### src/trip_pkg.sv
// Constants and types for the trip latch supervisor
//------------------------------------------------------------
// What this block does
//------------------------------------------------------------
// What this block does
// RULE1: Any detected trip disables the power stage at once so the motor coasts without braking.
// RULE2: Each trip is held in a latch until a reset action, even after its source goes away.
// RULE3: While any trip is latched the fault-free indicator is off on the unit and on the keypad.
// RULE4: While any trip is latched the fault-free output terminal is driven low.
// RULE5: The keypad shows the alarm and the acknowledge key clears only the message, never restarting the drive.
// RULE6: The power stage is never re-enabled while any latched trip remains.
// RULE7: A reset clears a trip latch only if that trip's source is no longer present.
// RULE8: Several trips may be latched at once, including ones that appear after the drive has stopped.
// RULE9: Power-up or a cycle of the auxiliary supply clears every latched trip whose source is inactive.
// RULE10: Withdrawing and reasserting start/run, from terminals or keys, is a reset request.
// RULE11: After a successful reset the indicator relights and the keypad returns to its previous display.
// RULE12: In configuration mode running is inhibited and outputs are frozen, while value changes are still taken.
// RULE13: In operating mode link changes are refused, value changes accepted, and stop-only changes refused while running.
// RULE14: The tripped state is the OR of all trip latches and drives the disable and indicators together; the code also ORs in the live trip sources.
package trip_pkg;

    localparam int NUM_TRIPS = 16;
    localparam int OVERVOLT_BIT = 5;
    localparam logic [15:0] LATCH_RESET = 16'h0000;

    typedef enum logic [1:0] {
        DISP_NORMAL,
        DISP_ALARM,
        DISP_ACKED
    } disp_e;

endpackage : trip_pkg

### src/trip_if.sv
// Interface carrying run-command events between the supervisor and its edge detector
interface trip_if;
    logic cmd_level;
    logic cmd_drop;
    logic cmd_rise;

    modport src (input cmd_level, output cmd_drop, output cmd_rise);
    modport dst (output cmd_level, input cmd_drop, input cmd_rise);
endinterface : trip_if

### src/run_edge.sv
// Edge detector for the combined start/run command
module run_edge
(
    input wire logic clk,
    input wire logic rst_b,
    trip_if.src ev
);
    logic prev_ff;
    logic nxt_prev;

    always_comb
    begin
        nxt_prev = ev.cmd_level;
    end

    always_ff @(posedge clk or negedge rst_b)
    begin
        if (!rst_b)
            prev_ff <= 1'h0;
        else
            prev_ff <= nxt_prev;
    end

    // A rising command after a withdrawal is the reset request
    assign ev.cmd_drop = prev_ff & ~ev.cmd_level;
    assign ev.cmd_rise = ~prev_ff & ev.cmd_level; // [RULE10]

endmodule : run_edge

### src/trip_latch_supervisor.sv
// Trip latch supervisor: latches trips, gates the power stage and drives indicators
module trip_latch_supervisor
    import trip_pkg::*;
#(
    parameter int N = NUM_TRIPS
)
(
    input wire logic clk,
    input wire logic rst_b,
    input wire logic [N-1:0] trip_src,
    input wire logic start_input,
    input wire logic run_input,
    input wire logic key_run,
    input wire logic key_stop,
    input wire logic key_ack,
    input wire logic aux_supply_ok,
    input wire logic config_mode,
    input wire logic link_change_req,
    input wire logic value_change_req,
    input wire logic stop_only_req,
    input wire logic run_demand,
    input wire logic [7:0] out_value,
    output logic power_enable,
    output logic fault_free_indicator,
    output logic fault_free_output,
    output logic [N-1:0] trip_latched,
    output logic [1:0] operator_keypad,
    output logic change_accept,
    output logic change_reject,
    output logic [7:0] out_hold
);

    //------------------------------------------------------------
    // Run command events
    //------------------------------------------------------------
    trip_if ev ();
    logic key_cmd_ff;
    logic nxt_key_cmd;
    logic aux_prev_ff;
    logic nxt_aux_prev;

    // Keys act as a latched run command so they can share the terminal path
    always_comb
    begin
        nxt_key_cmd = key_cmd_ff;
        // Stop wins so a held run key cannot mask a stop
        if (key_stop)
            nxt_key_cmd = 1'h0;
        else if (key_run)
            nxt_key_cmd = 1'h1;
        nxt_aux_prev = aux_supply_ok;
    end

    always_ff @(posedge clk or negedge rst_b)
    begin
        if (!rst_b)
        begin
            key_cmd_ff <= 1'h0;
            // Starts high so leaving reset is not taken for an aux return
            aux_prev_ff <= 1'h1;
        end
        else
        begin
            key_cmd_ff <= nxt_key_cmd;
            aux_prev_ff <= nxt_aux_prev;
        end
    end

    // Either terminal or the key command withdrawn counts as a stop
    assign ev.cmd_level = start_input & run_input & key_cmd_ff;

    run_edge u_edge (
        .clk(clk),
        .rst_b(rst_b),
        .ev(ev)
    );

    logic aux_return;
    logic reset_req;
    assign aux_return = aux_supply_ok & ~aux_prev_ff; // [RULE9]
    assign reset_req = ev.cmd_rise | aux_return; // [RULE10]

    //------------------------------------------------------------
    // Trip latches
    //------------------------------------------------------------
    logic [N-1:0] latch_ff;
    logic [N-1:0] nxt_latch;

    // One latch per source; a live source wins over any reset request
    genvar g;
    generate
        for (g = 0; g < N; g++)
        begin : g_latch
            always_comb
            begin
                nxt_latch[g] = latch_ff[g];
                if (trip_src[g])
                    nxt_latch[g] = 1'h1; // [RULE2] [RULE8]
                else if (reset_req)
                    nxt_latch[g] = 1'h0; // [RULE7]
            end

        end
    endgenerate

    // Power-up reset starts clear; sources still active relatch next edge
    always_ff @(posedge clk or negedge rst_b)
    begin
        if (!rst_b)
            latch_ff <= N'(LATCH_RESET); // [RULE9]
        else
            latch_ff <= nxt_latch;
    end

    // Include live sources so disable does not wait a cycle for the latch
    logic tripped;
    assign tripped = (|latch_ff) | (|trip_src); // [RULE14]

    //------------------------------------------------------------
    // Keypad display
    //------------------------------------------------------------
    disp_e disp_ff;
    disp_e nxt_disp;

    // Keypad stays off its normal display until the trip has cleared, acknowledged or not
    always_comb
    begin
        nxt_disp = disp_ff;
        case (disp_ff)
            DISP_NORMAL:
                if (tripped)
                    nxt_disp = DISP_ALARM;
            DISP_ALARM:
                if (!tripped)
                    nxt_disp = DISP_NORMAL; // [RULE11]
                else if (key_ack)
                    nxt_disp = DISP_ACKED; // [RULE5]
            DISP_ACKED:
                if (!tripped)
                    nxt_disp = DISP_NORMAL; // [RULE11]
            default:
                nxt_disp = DISP_NORMAL;
        endcase
    end

    always_ff @(posedge clk or negedge rst_b)
    begin
        if (!rst_b)
            disp_ff <= DISP_NORMAL;
        else
            disp_ff <= nxt_disp;
    end

    //------------------------------------------------------------
    // Outputs
    //------------------------------------------------------------
    logic pwr_ff;
    logic ind_ff;
    logic ffo_ff;
    logic acc_ff;
    logic rej_ff;
    logic [7:0] hold_ff;
    logic nxt_pwr;
    logic nxt_ind;
    logic nxt_ffo;
    logic nxt_acc;
    logic nxt_rej;
    logic [7:0] nxt_hold;
    logic running;

    always_comb
    begin
        // Ack never appears here, so it cannot restart the drive
        nxt_pwr = run_demand & ev.cmd_level & ~tripped & ~config_mode; // [RULE1] [RULE6] [RULE12]
        nxt_ind = ~tripped; // [RULE3] [RULE11]
        nxt_ffo = ~tripped; // [RULE4]
        // Frozen value keeps the outputs still while links are edited
        nxt_hold = config_mode ? hold_ff : out_value; // [RULE12]
        nxt_acc = 1'h0;
        nxt_rej = 1'h0;
        // Link outranks stop-only, which outranks a plain value change
        if (link_change_req)
        begin
            nxt_acc = config_mode;
            nxt_rej = ~config_mode; // [RULE13]
        end
        else if (stop_only_req)
        begin
            nxt_acc = ~running;
            nxt_rej = running; // [RULE13]
        end
        else if (value_change_req)
            nxt_acc = 1'h1; // [RULE12] [RULE13]
    end

    always_ff @(posedge clk or negedge rst_b)
    begin
        if (!rst_b)
        begin
            pwr_ff <= 1'h0;
            ind_ff <= 1'h0;
            ffo_ff <= 1'h0;
            acc_ff <= 1'h0;
            rej_ff <= 1'h0;
            hold_ff <= 8'h00;
        end
        else
        begin
            pwr_ff <= nxt_pwr;
            ind_ff <= nxt_ind;
            ffo_ff <= nxt_ffo;
            acc_ff <= nxt_acc;
            rej_ff <= nxt_rej;
            hold_ff <= nxt_hold;
        end
    end

    assign running = pwr_ff;
    assign power_enable = pwr_ff;
    assign fault_free_indicator = ind_ff;
    assign fault_free_output = ffo_ff;
    assign trip_latched = latch_ff;
    assign operator_keypad = disp_ff;
    assign change_accept = acc_ff;
    assign change_reject = rej_ff;
    assign out_hold = hold_ff;
endmodule : trip_latch_supervisor

### config.mk
export PLATFORM = sky130hd
export DESIGN_NAME = trip_latch_supervisor
export DESIGN_NICKNAME = d
export VERILOG_FILES = /design/src/trip_pkg.sv /design/src/trip_if.sv /design/src/run_edge.sv /design/src/trip_latch_supervisor.sv
export SDC_FILE = /design/constraint.sdc
export NUM_CORES = 1
export LEC_CHECK = 0
export BUFFER_PORTS_ARGS = -buffer_cell sky130_fd_sc_hd__buf_2
export CAP_MARGIN = 20
export CORE_UTILIZATION = 47
export CTS_CLUSTER_DIAMETER = 60
export DETAILED_ROUTE_END_ITERATION = 10
export PLACE_DENSITY = 0.85
export SLEW_MARGIN = 25
export SYNTH_ARGS = -nofsm -noshare
export SYNTH_HDL_FRONTEND = slang
export SYNTH_SLANG_ARGS = --single-unit
### constraint.sdc
create_clock -name clk -period 3.1 [get_ports clk]
set_input_delay 0.62 -clock clk [delete_from_list [all_inputs] [get_ports clk]]
set_output_delay 0.62 -clock clk [all_outputs]
set_load 0.05 [all_outputs]
==> results.cfg, run 1 <==
[critical_path]
critPathKind = flip-flop to output port
r2r_start = trip_latched[7]
reg2reg_to = operator_keypad[1]
critPathBufInv = 1
crit_family = flip-flops
slowest_stage = dfrtp_1
critical_path.max_stage_delay_ns = 0.42
start_kind = flip-flop
required_ns = 2.48
cp.arrival_ns = 1.04
reg2reg_slack_ns = 1.78
crit_fanout = 3
path_cells = buf_2
r2r_cells = 3
cp-end-kind = output port

[global_route]
antenna_found_initial = 0
globalRoute.totalOverflow = 0
grt_max_degree = 34
grt_pass1_wl_mm = 3.739
grt_usage_pct = 19.36
grt_pass1_vias = 857

[cts]
cts_tree = yes
clockBufferDepth = 2
postCtsSetupRepairBufs = 0
insertion_delay_ns = 0.34
path_clk_slew_ns = 0.10
cts_made_buffers = 5
cts.repair.resized = 0
htreeDepth = 2
cts_root_buf = clkbuf_4
clock-sinks = 33
cts_hold_buf = 0

[synthesis]
synth_area_leaders = dfrtp_1 (62%), a21o_1 (9.3%), mux2_2 (7.0%)
synth_top_area_cell = dfrtp_1
ys_warn_count = 0
synth-async-reset-ratio_pct = 100.0
synth_top_cell_area_share_pct = 62.20
avgSynthCellArea_sq_um = 14.47
yosysSeqAreaShare_pct = 64.24
ys_seq_elements = 33
synth_edf_count = 0
synth_cells = 89
synth-main-ff-cell = dfrtp_1
syn_area_sq_um = 1287
synth_cell_types = 23
synth_nets = 126
synth.most_common_cell = dfrtp_1
netlist_top_cells_count = dfrtp_1 (32), a21o_1 (16), mux2_2 (8), nor4_1 (4), nor4_2 (4)

[route]
drc_errors = 0
drt_wl_total_mm = 2.567
ant_nets = 0
avgRoutedWirePerCell_um = 13.44
drtPass1Iterations = 4
vias = 962
viasPerCell = 5.037
first_iter_violations = 6

[timing]
tns_ns = 0
holdWs_ns = 0.3119
worst_pin_slew_ns = 0.6890
hold_viol = 0
skew_ns = 0.01200
rsz0062_at_grt = no
finalMaxSlewViolations = 0
relSlewSlack_pct = 54.07
fmax_mhz = 603.1
report.final.setup_viol = 0
final.period_utilization_pct = 53.49
min_period_ns = 1.658

[floorplanning]
die_area_sq_um = 2953
std_cell_rows = 18
die_h_um = 54.34
die-width_um = 54.34
ios = 68
start_util_pct = 51.04
core-area_sq_um = 2522

[placement]
place.gp.congestion = 0.7183
dp.cells = 183
io_buffer_count = 67
dp_hpwl_mm = 2.006

[job]
cap_violations = 0

[power]
p_per_area_nw_per_um2 = 684.7
ir_drop_v = 0.0005988
p_total_mw = 1.191
p_leak_nw = 0.8424

[final_layout]
drive_above_1_share_pct = 57.14
fin_cells = 191
nets = 197
area_growth_pct = 35.08
num_antenna_cells = 0

[run_status]
status = finished clean

[hold_path]
hold_path_class = input port to async pin
-- report_power, final --
| part | switching, mW | internal, mW |
|---|---|---|
| logic | 0.208 | 0.0840 |
| registers | 0.0316 | 0.474 |
| clock network | 0.143 | 0.250 |
| total | 0.383 | 0.808 |
-- registers in the layout, summed over array words and instances (netlist names) --
name and flops:
power_enable 1, change_reject 1, change_accept 1, fault_free_output 1, key_cmd_ff 1, aux_prev_ff 1
operator_keypad 2, trip_latched 16, u_edge.prev_ff 1, out_hold 8
-- logic make-up after synthesis --
family	after synthesis	synth area share (%)
mux	11	9.330
buf+inv	5	2.430
compound gates	21	12.54
flops	33	64.24
simple gates	19	11.47
-- how the worst max path moves through the flow --
| stage | start | end | slack (ns) | cells past startpoint |
|---|---|---|---|---|
| detailed placement | trip_src[7] | operator_keypad[1] | 1.49 | 4 |
| global route | trip_latched[3] | trip_latched[3] | 1.40 | 1 |
| CTS | trip_latched[3] | trip_latched[3] | 1.43 | 1 |
| finish | trip_latched[3] | trip_latched[3] | 1.44 | 1 |
| floorplan | fault_free_output | fault_free_output | 1.59 | 1 |
| global placement | trip_src[0] | operator_keypad[1] | 1.52 | 4 |
-- cell type report --
type                            instances  area, sq um
Sequential cell                        33        827.0
Timing Repair Buffer                   67        335.3
Tap cell                               30        37.54
Fill cell                             190        783.3
Clock inverter                          3        65.06
Inverter                                2        7.507
Clock buffer                            5        37.54
Multi-Input combinational cell         51        429.2
-- stage by stage --
step / utilization [%] / worst slack (ns) / area, sq um
finish: 68.95 / 1.442 / 1739
detailed placement: 64.88 / 1.490 / 1637
CTS: 68.95 / 1.432 / 1739
floorplan: - / 1.594 / 1287
global route: 68.95 / 1.395 / 1739
global placement: 64.88 / 1.522 / 1637
-- per-layer routing --
layer / vias to the layer above / GRT usage, % / share of wire (%)
li1: 463 / - / -
met2: 51 / 33.74 / 51
met1: 446 / 19.45 / 39
met3: 2 / 6.389 / 9.1
met5: - / 0 / 0
met4: 0 / 12.82 / 0.82
-- cells in the final DEF (no fill, tap or decap), types with 3 or more instances in the layout --
cell type / synthesis / routed
mux2_2: 8 / 8
nor4_1: 4 / 4
dfrtp_1: 32 / 32
a21o_1: 16 / 16
nor4_2: 4 / 4
nor2_1: 3 / 3
buf_2: 1 / 67
clkbuf_4: 0 / 5
mux2i_1: 3 / 3
Power figures use the tool's default switching activity.
==> run 2: changes to the inputs <==
--- a/config.mk
+++ b/config.mk
@@ -5,12 +5,13 @@
 export SDC_FILE = /design/constraint.sdc
 export NUM_CORES = 1
 export LEC_CHECK = 0
+export ABC_AREA = 1
 export BUFFER_PORTS_ARGS = -buffer_cell sky130_fd_sc_hd__buf_2
 export CAP_MARGIN = 20
-export CORE_UTILIZATION = 47
+export CORE_UTILIZATION = 40
 export CTS_CLUSTER_DIAMETER = 60
 export DETAILED_ROUTE_END_ITERATION = 10
-export PLACE_DENSITY = 0.85
+export PLACE_DENSITY = 0.76
 export SLEW_MARGIN = 25
 export SYNTH_ARGS = -nofsm -noshare
 export SYNTH_HDL_FRONTEND = slang
==> constraint.sdc (replaced) <==
create_clock -name clk -period 1.3 [get_ports clk]
set_input_delay 0.26 -clock clk [delete_from_list [all_inputs] [get_ports clk]]
set_output_delay 0.26 -clock clk [all_outputs]
set_load 0.05 [all_outputs]
==> run 2 against run 1 <==
Clock skew is 0.011 ns lower; register-to-register slack worse by 1.6 ns; core utilization is 11 points lower; sequential power is 140% higher; combinational power grew to 2.5 times the previous value; setup slack worse by 1.4 ns; worst hold slack worse by 0.25 ns; critical endpoint is now trip_latched[10]; largest power group unchanged; highest routed layer is now met3.
==> results.cfg, run 2 <==
[run_status]
status = finished clean

[cts]
cts_tree = yes
postCtsSetupRepairBufs = 0
cts_root_buf = clkbuf_4
htreeDepth = 2
cts_made_buffers = 5
path_clk_slew_ns = 0.09
insertion_delay_ns = 0.30
clockBufferDepth = 2
clock-sinks = 33
cts.repair.resized = 0

[floorplanning]
std_cell_rows = 20
start_util_pct = 43.12
die_h_um = 60.07
die-width_um = 60.07
ios = 68
core-area_sq_um = 3128
die_area_sq_um = 3608

[synthesis]
synth_top_area_cell = dfrtp_1
yosysSeqAreaShare_pct = 61.32
netlist_top_cells_count = dfrtp_1 (32), nor2_1 (24), inv_1 (19), nand2_1 (15), o21bai_1 (15)
syn_area_sq_um = 1349
ys_seq_elements = 33
synth_edf_count = 0
synth_cells = 126
synth.most_common_cell = dfrtp_1
synth_cell_types = 18
ys_warn_count = 0
synth_top_cell_area_share_pct = 59.37
synth-async-reset-ratio_pct = 100.0
avgSynthCellArea_sq_um = 10.70
synth_area_leaders = dfrtp_1 (59%), o21bai_1 (8.3%), mux2_2 (6.7%)
synth_nets = 163
synth-main-ff-cell = dfrtp_1

[final_layout]
multiInputGateArea_sq_um = 426.7
seq_area_sq_um = 827.0
nets = 238
num_antenna_cells = 0
post-route-util_pct = 58.16
layout_commonest_cell = buf_2
area_growth_pct = 34.88
drive_above_1_share_pct = 44.06
layout_common_cells = buf_2 (67), dfrtp_1 (32), nor2_1 (24)
largest_reg_flops = 16
fillers = 295

[critical_path]
slowest_stage = dfrtp_1
cp.arrival_ns = 0.96
reg2reg_to = operator_keypad[0]
cp-end-kind = output port
critPathKind = flip-flop to output port
r2r_cells = 6
reg2reg_slack_ns = 0.22
critPathBufInv = 1
crit_fanout = 3
critical_path.max_stage_delay_ns = 0.39
required_ns = 1.04
path_cells = buf_2
r2r_start = trip_latched[11]
crit_family = flip-flops
start_kind = flip-flop

[hold_path]
worstHoldEndpoint = aux_prev_ff
worstHoldStart = aux_supply_ok
hold_depth = 1
hold_path_class = input port to flip-flop

[route]
ant_nets = 0
drtPass1Iterations = 4
viasPerCell = 4.362
vias = 1073
drt_wl_total_mm = 2.549
first_iter_violations = 16
drc_errors = 0
avgRoutedWirePerCell_um = 10.36

[timing]
report.final.setup_viol = 0
min_period_ns = 1.225
fmax_mhz = 816.6
tns_ns = 0
finalMaxSlewViolations = 0
rsz0062_at_grt = no
relSlewSlack_pct = 75.58
hold_viol = 0
worst_pin_slew_ns = 0.3663
final.period_utilization_pct = 94.20
skew_ns = 0.001131

[power]
ir_drop_v = 0.0008595
p_leak_nw = 0.9894
p_per_area_nw_per_um2 = 1374

[job]
cap_violations = 0

[global_route]
grt_pass1_wl_mm = 4.071
grt_max_degree = 18
globalRoute.totalOverflow = 0
antenna_found_initial = 0
grt_pass1_vias = 979
grt_usage_pct = 15.38

[placement]
io_buffer_count = 67
place.gp.congestion = 0.7058
dp_hpwl_mm = 2.115
-- run 2: cell types whose count changed after synthesis, moves of 13 or more --
cell,previous run,this run
nor2_1,3,24
inv_1,2,19
a21o_1,16,0
o21bai_1,0,15
nand2_1,2,15
-- run 2: per-layer routing --
metal  GRT usage (%)  wire, um  share of wire, %
met4           1.993         0                 0
met5               0         0                 0
met1           19.32      1148                45
met3           4.113       154               6.0
met2           27.14      1246                49
-- run 2: layout make-up --
cell class / count / share of cell area [%]
Clock buffer: 8 / 3.232
Inverter: 19 / 3.920
Multi-Input combinational cell: 71 / 23.45
Sequential cell: 33 / 45.46
Tap cell: 44 / 3.026
Timing Repair Buffer: 71 / 20.91
-- run 2: repair_timing --
action                                 4_1_cts  5_1_grt
endpoints found under the hold margin       14        0
setup endpoints to repair                    0        0
hold buffers                                 1        0
-- run 2: worst max path at each step --
stage	start	end	slack, ns	cells past startpoint
finish	trip_latched[10]	trip_latched[10]	0.08	1
global route	operator_keypad[0]	operator_keypad[0]	0.02	1
CTS	operator_keypad[0]	operator_keypad[0]	0.06	1
detailed placement	trip_latched[11]	operator_keypad[0]	0.22	6
global placement	trip_latched[11]	operator_keypad[0]	0.22	6
floorplan	trip_latched[11]	operator_keypad[0]	0.08	6
-- run 2: power breakdown --
group / total [mW] / switching, mW / internal, mW
Sequential: 1.20 / 0.0667 / 1.13
Clock: 0.567 / 0.300 / 0.267
Combinational: 0.734 / 0.530 / 0.204
Total: 2.50 / 0.897 / 1.60
-- run 2: cell families after synthesis --
logic type      share of synthesized area (%)
simple gates                            13.17
flops                                   61.32
buf+inv                                 7.050
mux                                     7.421
compound gates                          11.04
-- run 2: through the flow --
step           hold slack [ns]  std cells  setup WS (ns)  cell area (sq um)  power, mW
2_1_floorplan         -0.03559        126        0.08076               1349      1.726
3_3_place_gp            0.1911        237         0.2164               1750      1.946
3_5_place_dp            0.1968        237         0.2165               1750      1.959
4_1_cts                0.04926        246        0.05710               1819      2.528
5_1_grt                0.03458        246        0.01770               1819      2.634
6_report               0.06110        246        0.07535               1819      2.499
